File: src/rtl/cirb_pkg.sv
package cirb_pkg;

  // Host port addresses, primary and alternate.
  localparam logic [9:0] IDX_PORT_PRI  = 10'h3f0;
  localparam logic [9:0] DATA_PORT_PRI = 10'h3f1;
  localparam logic [9:0] IDX_PORT_ALT  = 10'h370;
  localparam logic [9:0] DATA_PORT_ALT = 10'h371;

  // Mode entry and exit keys written to the index port.
  localparam logic [7:0] KEY_ENTER = 8'h55;
  localparam logic [7:0] KEY_EXIT  = 8'haa;

  // Register indices.
  localparam logic [7:0] IDX_DEVICE_ENABLE = 8'h00;
  localparam logic [7:0] IDX_PORT_LOCK     = 8'h01;
  localparam logic [7:0] LOCK_RANGE_END    = 8'h0f;

  // Power-up values.
  localparam logic [7:0] DEVICE_ENABLE_RST = 8'h28;
  localparam logic [7:0] PORT_LOCK_RST     = 8'h9c;
  localparam logic [7:0] INDEX_RST         = 8'h00;

  // Writable bit masks and fixed reserved values.
  localparam logic [7:0] DEVICE_ENABLE_WMASK = 8'h8b;
  localparam logic [7:0] DEVICE_ENABLE_FIXED = 8'h20;
  localparam logic [7:0] PORT_LOCK_WMASK     = 8'h8c;
  localparam logic [7:0] PORT_LOCK_FIXED     = 8'h10;

  // Field positions.
  localparam int FLOPPY_POWER_BIT  = 3;
  localparam int VALID_FLAG_BIT    = 7;
  localparam int PAR_POWER_BIT     = 2;
  localparam int PAR_PRINTER_BIT   = 3;
  localparam int CONFIG_LOCK_BIT   = 7;

  // Pin function select codes.
  localparam logic [1:0] PIN_FUNC_DRIVE  = 2'h2;
  localparam logic [1:0] PIN_FUNC_ALT_IR = 2'h3;

  // Host port sample.
  typedef struct packed {
    logic [9:0] addr;
    logic [7:0] data;
    logic       writeN;
    logic       readN;
  } cirb_host_type;

  // Control outputs derived from the registers.
  typedef struct packed {
    logic driveIfEnable;
    logic altIrEnable;
    logic drivePullupEnable;
    logic floppyPowerOn;
    logic parallelPowerOn;
    logic parallelPrinterMode;
    logic validFlag;
    logic configMode;
  } cirb_ctrl_type;

endpackage

File: src/rtl/cirb_config_index_register_bank.sv
`timescale 1ns/100ps
module cirb_config_index_register_bank
  import cirb_pkg::*;
(
  input  wire logic       ref_clk,
  input  wire logic       sys_rst,
  input  wire logic       hostResetIn,
  input  wire logic       altBaseSel,
  input  wire logic [9:0] hostAddr,
  input  wire logic [7:0] hostDataIn,
  input  wire logic       hostWriteN,
  input  wire logic       hostReadN,
  output logic      [7:0] hostDataOut,
  output logic            hostDataOeN,
  output cirb_ctrl_type   ctrlOut
);

  // Two-stage synchronisers for every pin input.
  cirb_host_type hostMeta_reg, hostSync_reg, hostPrev_reg, hostHeld_reg;
  logic [1:0]    hostResetSync_reg, altSelSync_reg;
  cirb_host_type hostNow, hostHeld_next;

  assign hostNow = '{addr: hostAddr, data: hostDataIn, writeN: hostWriteN, readN: hostReadN};

  // Sync stages; the first stage is never read by logic.
  always_ff @(posedge ref_clk or posedge sys_rst) begin
    if (sys_rst) begin
      hostMeta_reg      <= '{addr: 10'h000, data: 8'h00, writeN: 1'b1, readN: 1'b1};
      hostSync_reg      <= '{addr: 10'h000, data: 8'h00, writeN: 1'b1, readN: 1'b1};
      hostPrev_reg      <= '{addr: 10'h000, data: 8'h00, writeN: 1'b1, readN: 1'b1};
      hostHeld_reg      <= '{addr: 10'h000, data: 8'h00, writeN: 1'b1, readN: 1'b1};
      hostResetSync_reg <= 2'h0;
      altSelSync_reg    <= 2'h0;
    end else begin
      hostMeta_reg      <= hostNow;
      hostSync_reg      <= hostMeta_reg;
      hostPrev_reg      <= hostSync_reg;
      hostHeld_reg      <= hostHeld_next;
      hostResetSync_reg <= {hostResetSync_reg[0], hostResetIn};
      altSelSync_reg    <= {altSelSync_reg[0], altBaseSel};
    end
  end

  // Address and data follow the bus while the write strobe is low and are held once it rises, because ISA data is only
  // guaranteed up to the trailing edge and the synchronised copy may already have moved.
  always_comb begin
    hostHeld_next = hostHeld_reg;
    if (!hostSync_reg.writeN) begin
      hostHeld_next = hostSync_reg;
    end
  end

  // Port decoding; the data port test serves both the write and the read path, the index port test only the write path.
  function automatic logic isIndexPort(input logic [9:0] a, input logic alt);
    isIndexPort = alt ? (a == IDX_PORT_ALT) : (a == IDX_PORT_PRI);
  endfunction

  function automatic logic isDataPort(input logic [9:0] a, input logic alt);
    isDataPort = alt ? (a == DATA_PORT_ALT) : (a == DATA_PORT_PRI);
  endfunction

  logic altSel, hostResetPulse, writeDone, readStart, readEnd;
  logic idxWrite, dataWrite, dataRead, lockedIdx;

  assign altSel         = altSelSync_reg[1];
  assign hostResetPulse = hostResetSync_reg[1];
  assign writeDone      = hostSync_reg.writeN && !hostPrev_reg.writeN;
  assign readStart      = !hostSync_reg.readN && hostPrev_reg.readN;
  assign readEnd        = hostSync_reg.readN;
  assign idxWrite       = writeDone && isIndexPort(hostHeld_reg.addr, altSel);
  assign dataWrite      = writeDone && isDataPort(hostHeld_reg.addr, altSel);
  assign dataRead       = readStart && isDataPort(hostSync_reg.addr, altSel);

  // Mode, index and register state.
  logic       configMode_reg, configMode_next;
  logic       keyArmed_reg, keyArmed_next;
  logic [7:0] index_reg, index_next;
  logic [7:0] deviceEnable_reg, deviceEnable_next;
  logic [7:0] portLock_reg, portLock_next;

  // Registers in the lock range become unreachable once the lock bit is cleared.
  assign lockedIdx = !portLock_reg[CONFIG_LOCK_BIT] && (index_reg <= LOCK_RANGE_END);

  // Key sequence, index loading and register writes.
  always_comb begin
    configMode_next   = configMode_reg;
    keyArmed_next     = keyArmed_reg;
    index_next        = index_reg;
    deviceEnable_next = deviceEnable_reg;
    portLock_next     = portLock_reg;
    if (idxWrite) begin
      if (!configMode_reg) begin
        // Any other index port write between the two keys breaks the sequence.
        keyArmed_next = 1'b0;
        if (hostHeld_reg.data == KEY_ENTER) begin
          if (keyArmed_reg) begin
            configMode_next = 1'b1;
          end else begin
            keyArmed_next = 1'b1;
          end
        end
      end else if (hostHeld_reg.data == KEY_EXIT) begin
        configMode_next = 1'b0;
      end else begin
        index_next = hostHeld_reg.data;
      end
    end else if (dataWrite && configMode_reg && !lockedIdx) begin
      if (index_reg == IDX_DEVICE_ENABLE) begin
        deviceEnable_next = (hostHeld_reg.data & DEVICE_ENABLE_WMASK)
                            | DEVICE_ENABLE_FIXED;
      end else if (index_reg == IDX_PORT_LOCK) begin
        portLock_next = (hostHeld_reg.data & PORT_LOCK_WMASK)
                        | PORT_LOCK_FIXED;
        // Software can only clear the lock bit, never set it; a host reset sets it again.
        portLock_next[CONFIG_LOCK_BIT] = portLock_reg[CONFIG_LOCK_BIT]
                                         & hostHeld_reg.data[CONFIG_LOCK_BIT];
      end
    end
    // Host reset leaves the settings alone but reopens the lock and drops the mode.
    if (hostResetPulse) begin
      portLock_next[CONFIG_LOCK_BIT] = 1'b1;
      configMode_next                = 1'b0;
      keyArmed_next                  = 1'b0;
    end
  end

  // Only the power-up reset restores the defaults.
  always_ff @(posedge ref_clk or posedge sys_rst) begin
    if (sys_rst) begin
      configMode_reg   <= 1'b0;
      keyArmed_reg     <= 1'b0;
      index_reg        <= INDEX_RST;
      deviceEnable_reg <= DEVICE_ENABLE_RST;
      portLock_reg     <= PORT_LOCK_RST;
    end else begin
      configMode_reg   <= configMode_next;
      keyArmed_reg     <= keyArmed_next;
      index_reg        <= index_next;
      deviceEnable_reg <= deviceEnable_next;
      portLock_reg     <= portLock_next;
    end
  end

  // Read path: the data bus is driven from the start to the end of a data port read in configuration mode.
  logic [7:0]    dataOut_next;
  logic          dataOeN_next;
  cirb_ctrl_type ctrl_next;

  always_comb begin
    dataOut_next = hostDataOut;
    dataOeN_next = hostDataOeN;
    if (dataRead && configMode_reg) begin
      dataOeN_next = 1'b0;
      if (lockedIdx) begin
        dataOut_next = 8'h00;
      end else if (index_reg == IDX_DEVICE_ENABLE) begin
        dataOut_next = deviceEnable_reg;
      end else if (index_reg == IDX_PORT_LOCK) begin
        dataOut_next = portLock_reg;
      end else begin
        dataOut_next = 8'h00;
      end
    end else if (readEnd) begin
      dataOeN_next = 1'b1;
    end
  end

  // Control outputs; the floppy and printer bits only gate pins, decode is untouched.
  always_comb begin
    ctrl_next.driveIfEnable       = deviceEnable_reg[1:0] == PIN_FUNC_DRIVE;
    ctrl_next.altIrEnable         = deviceEnable_reg[1:0] == PIN_FUNC_ALT_IR;
    ctrl_next.drivePullupEnable   = !deviceEnable_reg[1];
    ctrl_next.floppyPowerOn       = deviceEnable_reg[FLOPPY_POWER_BIT];
    ctrl_next.parallelPowerOn     = portLock_reg[PAR_POWER_BIT];
    ctrl_next.parallelPrinterMode = portLock_reg[PAR_PRINTER_BIT];
    ctrl_next.validFlag           = deviceEnable_reg[VALID_FLAG_BIT];
    ctrl_next.configMode          = configMode_reg;
  end

  // Output flops; reset values match the power-up register contents.
  always_ff @(posedge ref_clk or posedge sys_rst) begin
    if (sys_rst) begin
      hostDataOut <= 8'h00;
      hostDataOeN <= 1'b1;
      ctrlOut     <= '{driveIfEnable: 1'b0, altIrEnable: 1'b0, drivePullupEnable: 1'b1,
                       floppyPowerOn: 1'b1, parallelPowerOn: 1'b1,
                       parallelPrinterMode: 1'b1, validFlag: 1'b0, configMode: 1'b0};
    end else begin
      hostDataOut <= dataOut_next;
      hostDataOeN <= dataOeN_next;
      ctrlOut     <= ctrl_next;
    end
  end

endmodule

File: config.mk
export PLATFORM = sky130hd
export DESIGN_NAME = cirb_config_index_register_bank
export DESIGN_NICKNAME = d
export VERILOG_FILES = /design/src/rtl/cirb_pkg.sv /design/src/rtl/cirb_config_index_register_bank.sv
export SDC_FILE = /design/constraint.sdc
export NUM_CORES = 1
export LEC_CHECK = 0
export BUFFER_PORTS_ARGS = -buffer_cell sky130_fd_sc_hd__buf_4
export CAP_MARGIN = 20
export CORE_MARGIN = 4
export CORE_UTILIZATION = 35
export CTS_BUF_LIST = sky130_fd_sc_hd__clkbuf_8
export DETAILED_ROUTE_END_ITERATION = 8
export GPL_TIMING_DRIVEN = 1
export PLACE_DENSITY = 0.62
export SLEW_MARGIN = 40
export SYNTH_ARGS = -nofsm -noshare
export SYNTH_HDL_FRONTEND = slang
export SYNTH_SLANG_ARGS = --single-unit
File: constraint.sdc
create_clock -name ref_clk -period 4.2 [get_ports ref_clk]
set_input_delay 0.84 -clock ref_clk [delete_from_list [all_inputs] [get_ports ref_clk]]
set_output_delay 0.84 -clock ref_clk [all_outputs]
set_load 0.05 [all_outputs]
# After elaboration in Yosys (flattened, before gate mapping)
# Index checks and enable logic that the tools add are counted.
# classes
n_bitwise,4
eq_ne,14
n_reduce_logical,24
muxes,24
magnitude_cmp,1
# op_table
op,count
"== test 10 bit, second input constant",6
2-to-1 mux 8 bit,7
2-to-1 mux 1 bit,17
logical AND 1 bit,9
"== test 8 x 1 -> 1 bit, second input constant",1
"== test 8 x 7 -> 1 bit, second input constant",1
"== test 8 bit, second input constant",1
"<= comparator 8 x 4 -> 1 bit, second input constant",1
zero test 8 bit,1
AND reduction 4 bit,2
nonzero test 2 bit,4
"!= test 2 bit, second input constant",3
AND reduction 3 bit,2
zero test 1 bit,5
"== test 2 bit, second input constant",2
inverter 1 bit,3
AND reduction 2 bit,1
bitwise AND 1 bit,1
# totals
inputBits,24
word_cells,97
out_inout_bits,17
reg_bits,98

# Logic depth before layout (Yosys ltp)
# logic_depth
depth_word,8
mapped_depth,5
mapped_depth_nobuf,4

# Worst setup path after synthesis
# Ideal clock, no wire load.
# synth_path
path_kind,reg2reg
from,reg hostSync_reg[11] (netlist bit)
to,reg hostDataOut[2]
t_arrival_ns,1.723
synth_period_minus_slack_ns,1.844
setup_ns,0.121
path_stages_with_launch,5
required_ns,4.079
setup_slack_ns,2.356
n_path_buf,1
cell_sequence,dfrtp_1 or4b_1 or4_4 buf_6 a22o_1
# synth_via
elab_chain_len,4
word_cells_on_any_way,5
cone_classes,eq/ne: 2; mux: 1; reduce/logical: 2
# synth_rtl
element,line_no,source
"start, declared",cirb_config_index_register_bank.sv:19,"cirb_host_type hostMeta_reg, hostSync_reg, hostPrev_reg, hostHeld_reg;"
"start signal, assigned",cirb_config_index_register_bank.sv:29,"hostSync_reg <= '{addr: 10'h000, data: 8'h00, writeN: 1'b1, readN: 1'b1};"
"start signal, assigned",cirb_config_index_register_bank.sv:36,hostSync_reg <= hostMeta_reg;
== test 10 bit,cirb_config_index_register_bank.sv:59,isDataPort = alt ? (a == DATA_PORT_ALT) : (a == DATA_PORT_PRI);
2-to-1 mux 1 bit (*),cirb_config_index_register_bank.sv:59,
logical AND 1 bit (*),cirb_config_index_register_bank.sv:72,"assign dataRead = readStart && isDataPort(hostSync_reg.addr, altSel);"
logical AND 1 bit (*),cirb_config_index_register_bank.sv:152,if (dataRead && configMode_reg) begin
"end signal, assigned",cirb_config_index_register_bank.sv:189,hostDataOut <= dataOut_next;
"end, declared",cirb_config_index_register_bank.sv:13,"output logic [7:0] hostDataOut,"
# Every way passes the cells marked *; elsewhere a longest branch is shown, timed or not.
# A chain may end at the register's enable or synchronous reset.

# Worst setup path in the final report
# layout_path
from,reg hostSync_reg[1] (netlist bit)
to,reg portLock_reg[2]
# layout_via
elab_chain_len,5
word_cells_on_any_way,7
cone_classes,bitwise: 1; reduce/logical: 6
# layout_rtl
element,line_no,source
logical AND 1 bit (*),cirb_config_index_register_bank.sv:67,assign writeDone = hostSync_reg.writeN && !hostPrev_reg.writeN;
logical AND 1 bit,cirb_config_index_register_bank.sv:71,"assign dataWrite = writeDone && isDataPort(hostHeld_reg.addr, altSel);"
logical AND 1 bit (2 in series),cirb_config_index_register_bank.sv:107,end else if (dataWrite && configMode_reg && !lockedIdx) begin
AND reduction 4 bit (no line) (*),n/a,
"end signal, assigned",cirb_config_index_register_bank.sv:140,portLock_reg <= portLock_next;
"end, declared",cirb_config_index_register_bank.sv:79,"logic [7:0] portLock_reg, portLock_next;"
# Marked as above.

==> flow_metrics.py <==
metrics = {
    "power": {
        "power.internal_uw": 1260,
        "power.switching_uw": 386,
        "clkPwrFrac_pct": 34.8,
        "p_per_area_nw_per_um2": 426,
        "power_switching_share_pct": 23.5,
        "vdd_ir_drop_max_v": 0.000274,
        "comb_power_share_pct": 4.2,
        "leakagePower_uw": 0.00176,
        "seqPwrFrac_pct": 61.0,
    },
    "synthesis": {
        "synth-simple-area-share_pct": 7.64,
        "ys_ff_latch": 97,
        "syn_area_per_cell_um2": 16.6,
        "synth_top_family_by_area": "multiplexers",
        "ys_warn_count": 0,
        "synth_top_area_share_pct": 63.3,
        "yosys-top-cells-area": "dfrtp_1, dfstp_2, mux2_2",
        "synth_top_area_cell": "dfrtp_1",
        "syn_area_um2": 3240,
        "yosysSeqAreaShare_pct": 75.4,
        "syn_nets": 219,
        "synth_fa_ha_area_share_pct": 0,
        "ys_types": 37,
        "synth_compound_area_share_pct": 4.24,
        "synth_xor_area_share_pct": 0.540,
        "syn_inst": 195,
        "muxShareOfSynthArea_pct": 10.4,
    },
    "place": {
        "portBuffers": 39,
        "place_area_um2": 3660,
        "gp_congestion": 0.745,
        "place_hpwl_um": 3420,
        "dp_cells": 340,
    },
    "clocking": {
        "clk_pin_slew_ps": 100,
        "cts_root_buf": "clkbuf_8",
        "post_cts_buffers": 0,
        "holdBufCountCts": 0,
        "clk_path_buf_depth": 2,
        "clock_latency_ps": 360,
        "h-tree-depth": 3,
        "post_cts_resized": 0,
        "cts_sinks": 97,
        "cts_buffers": 9,
        "cts_tree": "yes",
    },
    "sta": {
        "setup_viol": 0,
        "max_slew_margin_pct": 53.5,
        "fin_crit_sh_pct": 51.3,
        "timing.final.max_slew_violations": 0,
        "hold_violations": 0,
        "rsz0062_at_grt": "no",
        "worst_slew_pin_slew_ps": 691,
        "fmaxAchievable_mhz": 464,
        "period_needed_ps": 2150,
        "worst_clock_skew_ps": 11.1,
        "finalSetupTns_ps": 0,
    },
    "critical_path": {
        "r2r_slack_ps": 2050,
        "crit_arrival_ps": 2440,
        "r2r-start": "hostSync_reg[1]",
        "endpoint_kind": "flip-flop",
        "reg2reg_to": "portLock_reg[2]",
        "start_kind": "flip-flop",
        "path_class": "reg2reg",
        "r2r_cells": 4,
        "cp.required_ps": 4490,
        "crit_fanout": 20,
    },
    "floorplan": {
        "die_w_um": 104,
        "rows": 34,
        "initial_core_util_pct": 36.7,
        "dieHeight_um": 104,
        "die-area_um2": 10900,
        "ios": 41,
        "core_area_um2": 8850,
    },
    "cells_and_area": {
        "stdcell_count": 356,
        "final_cell_mix": "dfrtp_1, buf_4, mux2_2",
        "fill_cells": 809,
        "area_growth_pct": 19.0,
        "layout.nets": 267,
        "layout_commonest_cell": "dfrtp_1",
        "design_area_um2": 3860,
        "largest_reg_flops": 20,
        "seq_area_um2": 2450,
        "drive_above_1_share_pct": 43.1,
        "antennaDiodeCount": 0,
        "final_util_pct": 43.6,
        "multiInputGateArea_um2": 743,
    },
    "global_routing": {
        "grt_use_met1_pct": 13.6,
        "gr-usage-met3_pct": 4.22,
        "busiest_layer": "met2",
        "grt_util_met2_pct": 14.2,
        "grt_pass1_wl_um": 8720,
        "antenna_found_initial": 0,
        "grt_pass1_vias": 1758,
        "grt_overflow": 0,
        "grt.total_usage_pct": 10.1,
        "grt_max_degree": 43,
    },
    "worst_hold_path": {
        "min_from": "hostMeta_reg[5]",
        "hp-class": "reg2reg",
        "timing.hold.worst_endpoint": "hostSync_reg[5]",
        "whs_path_depth": 0,
    },
    "routing": {
        "route.detailed.drc": 0,
        "drt_iter0_drc": 93,
        "wl_um": 4800,
        "vias": 1649,
        "viasPerCell": 4.63,
        "post_drt_wl_per_cell_um": 13.5,
        "antenna_left": 0,
        "first_pass_iters": 4,
    },
    "flow_run": {
        "drv_cap": 0,
    },
    "outcome": {
        "outcome": "finished clean",
    },
}
[cells in the mapped netlist]
cell type,number
xnor2_1,2
mux2_2,29
nor3_2,2
a2bb2oi_1,2
nand4b_1,3
o21ai_0,1
and2_1,2
nor4_1,5
conb_1,1
nor4bb_1,2
o21ai_1,1
buf_2,1
nor4b_1,1
or4b_1,1
or3b_2,1
nand2_1,4
a21o_1,3
or4bb_1,1
buf_4,1
inv_1,7
buf_6,1
a21oi_1,4
o2bb2ai_1,1
buf_1,1
nand2b_1,3
a22o_1,3
and3_1,1
a41o_1,2
nand4_1,1
nor2_1,4
dfstp_2,15
nand3_1,3
mux2i_1,1
nand4bb_1,1
o31ai_2,1
or4_4,1
dfrtp_1,82
[through the flow]
step                power, µW  hold WS, ps  setup WS (ps)
floorplan                1060          331            851
global placement         1090          332           2110
detailed placement       1090          335           2040
CTS                      1670          353           2050
global route             1730          354           1830
finish                   1650          349           2050
[kinds of logic after synthesis]
family          count (synthesis)
compound gates                 18
xor+xnor                        2
buf+inv                        11
flops                          97
mux                            30
other cells                     1
simple gates                   36
[worst max path at each step]
| stage | from | to | slack [ps] | depth (start not counted) |
|---|---|---|---|---|
| after CTS | hostSync_reg[1] | index_reg[3] | 2050 | 4 |
| final | hostSync_reg[1] | portLock_reg[2] | 2050 | 4 |
| after floorplan | sys_rst | altSelSync_reg[0] | 850 | 1 |
| after global routing | hostSync_reg[1] | index_reg[3] | 1830 | 4 |
| after global placement | hostSync_reg[1] | index_reg[3] | 2110 | 4 |
| after detailed placement | hostSync_reg[1] | keyArmed_reg | 2040 | 4 |
[power by group through the flow]
stage / logic (µW) / registers, µW / clock network, µW
after floorplan: 49.5 / 1010 / 0
after CTS: 72.0 / 1000 / 598
after detailed placement: 71.7 / 1020 / 0
after global placement: 70.0 / 1020 / 0
final: 69.2 / 1000 / 572
after global routing: 78.9 / 1010 / 641
[metal layers]
layer	share of wire, %	wire length, µm	vias up
met5	0	0	-
met4	2.1	99	0
met3	5.6	270	7
met2	45	2140	41
met1	48	2290	822
li1	-	-	779
[worst max-delay path, stage by stage, from the launching register on]
cell	delay, ps
dfstp_2	830
nand4bb_1	210
nor4_1	420
and3_1	280
mux2_2	350
[area by class of cell]
| type | instances | area share (%) |
|---|---|---|
| clock buffers | 10 | 3.57 |
| clock inverters | 6 | 1.59 |
| inverters | 7 | 0.713 |
| multi-input cells | 87 | 19.3 |
| flip-flops and latches | 97 | 63.4 |
| well taps | 108 | 3.50 |
| repair buffers | 41 | 7.98 |
No activity file was read; power rests on OpenSTA's default activity.
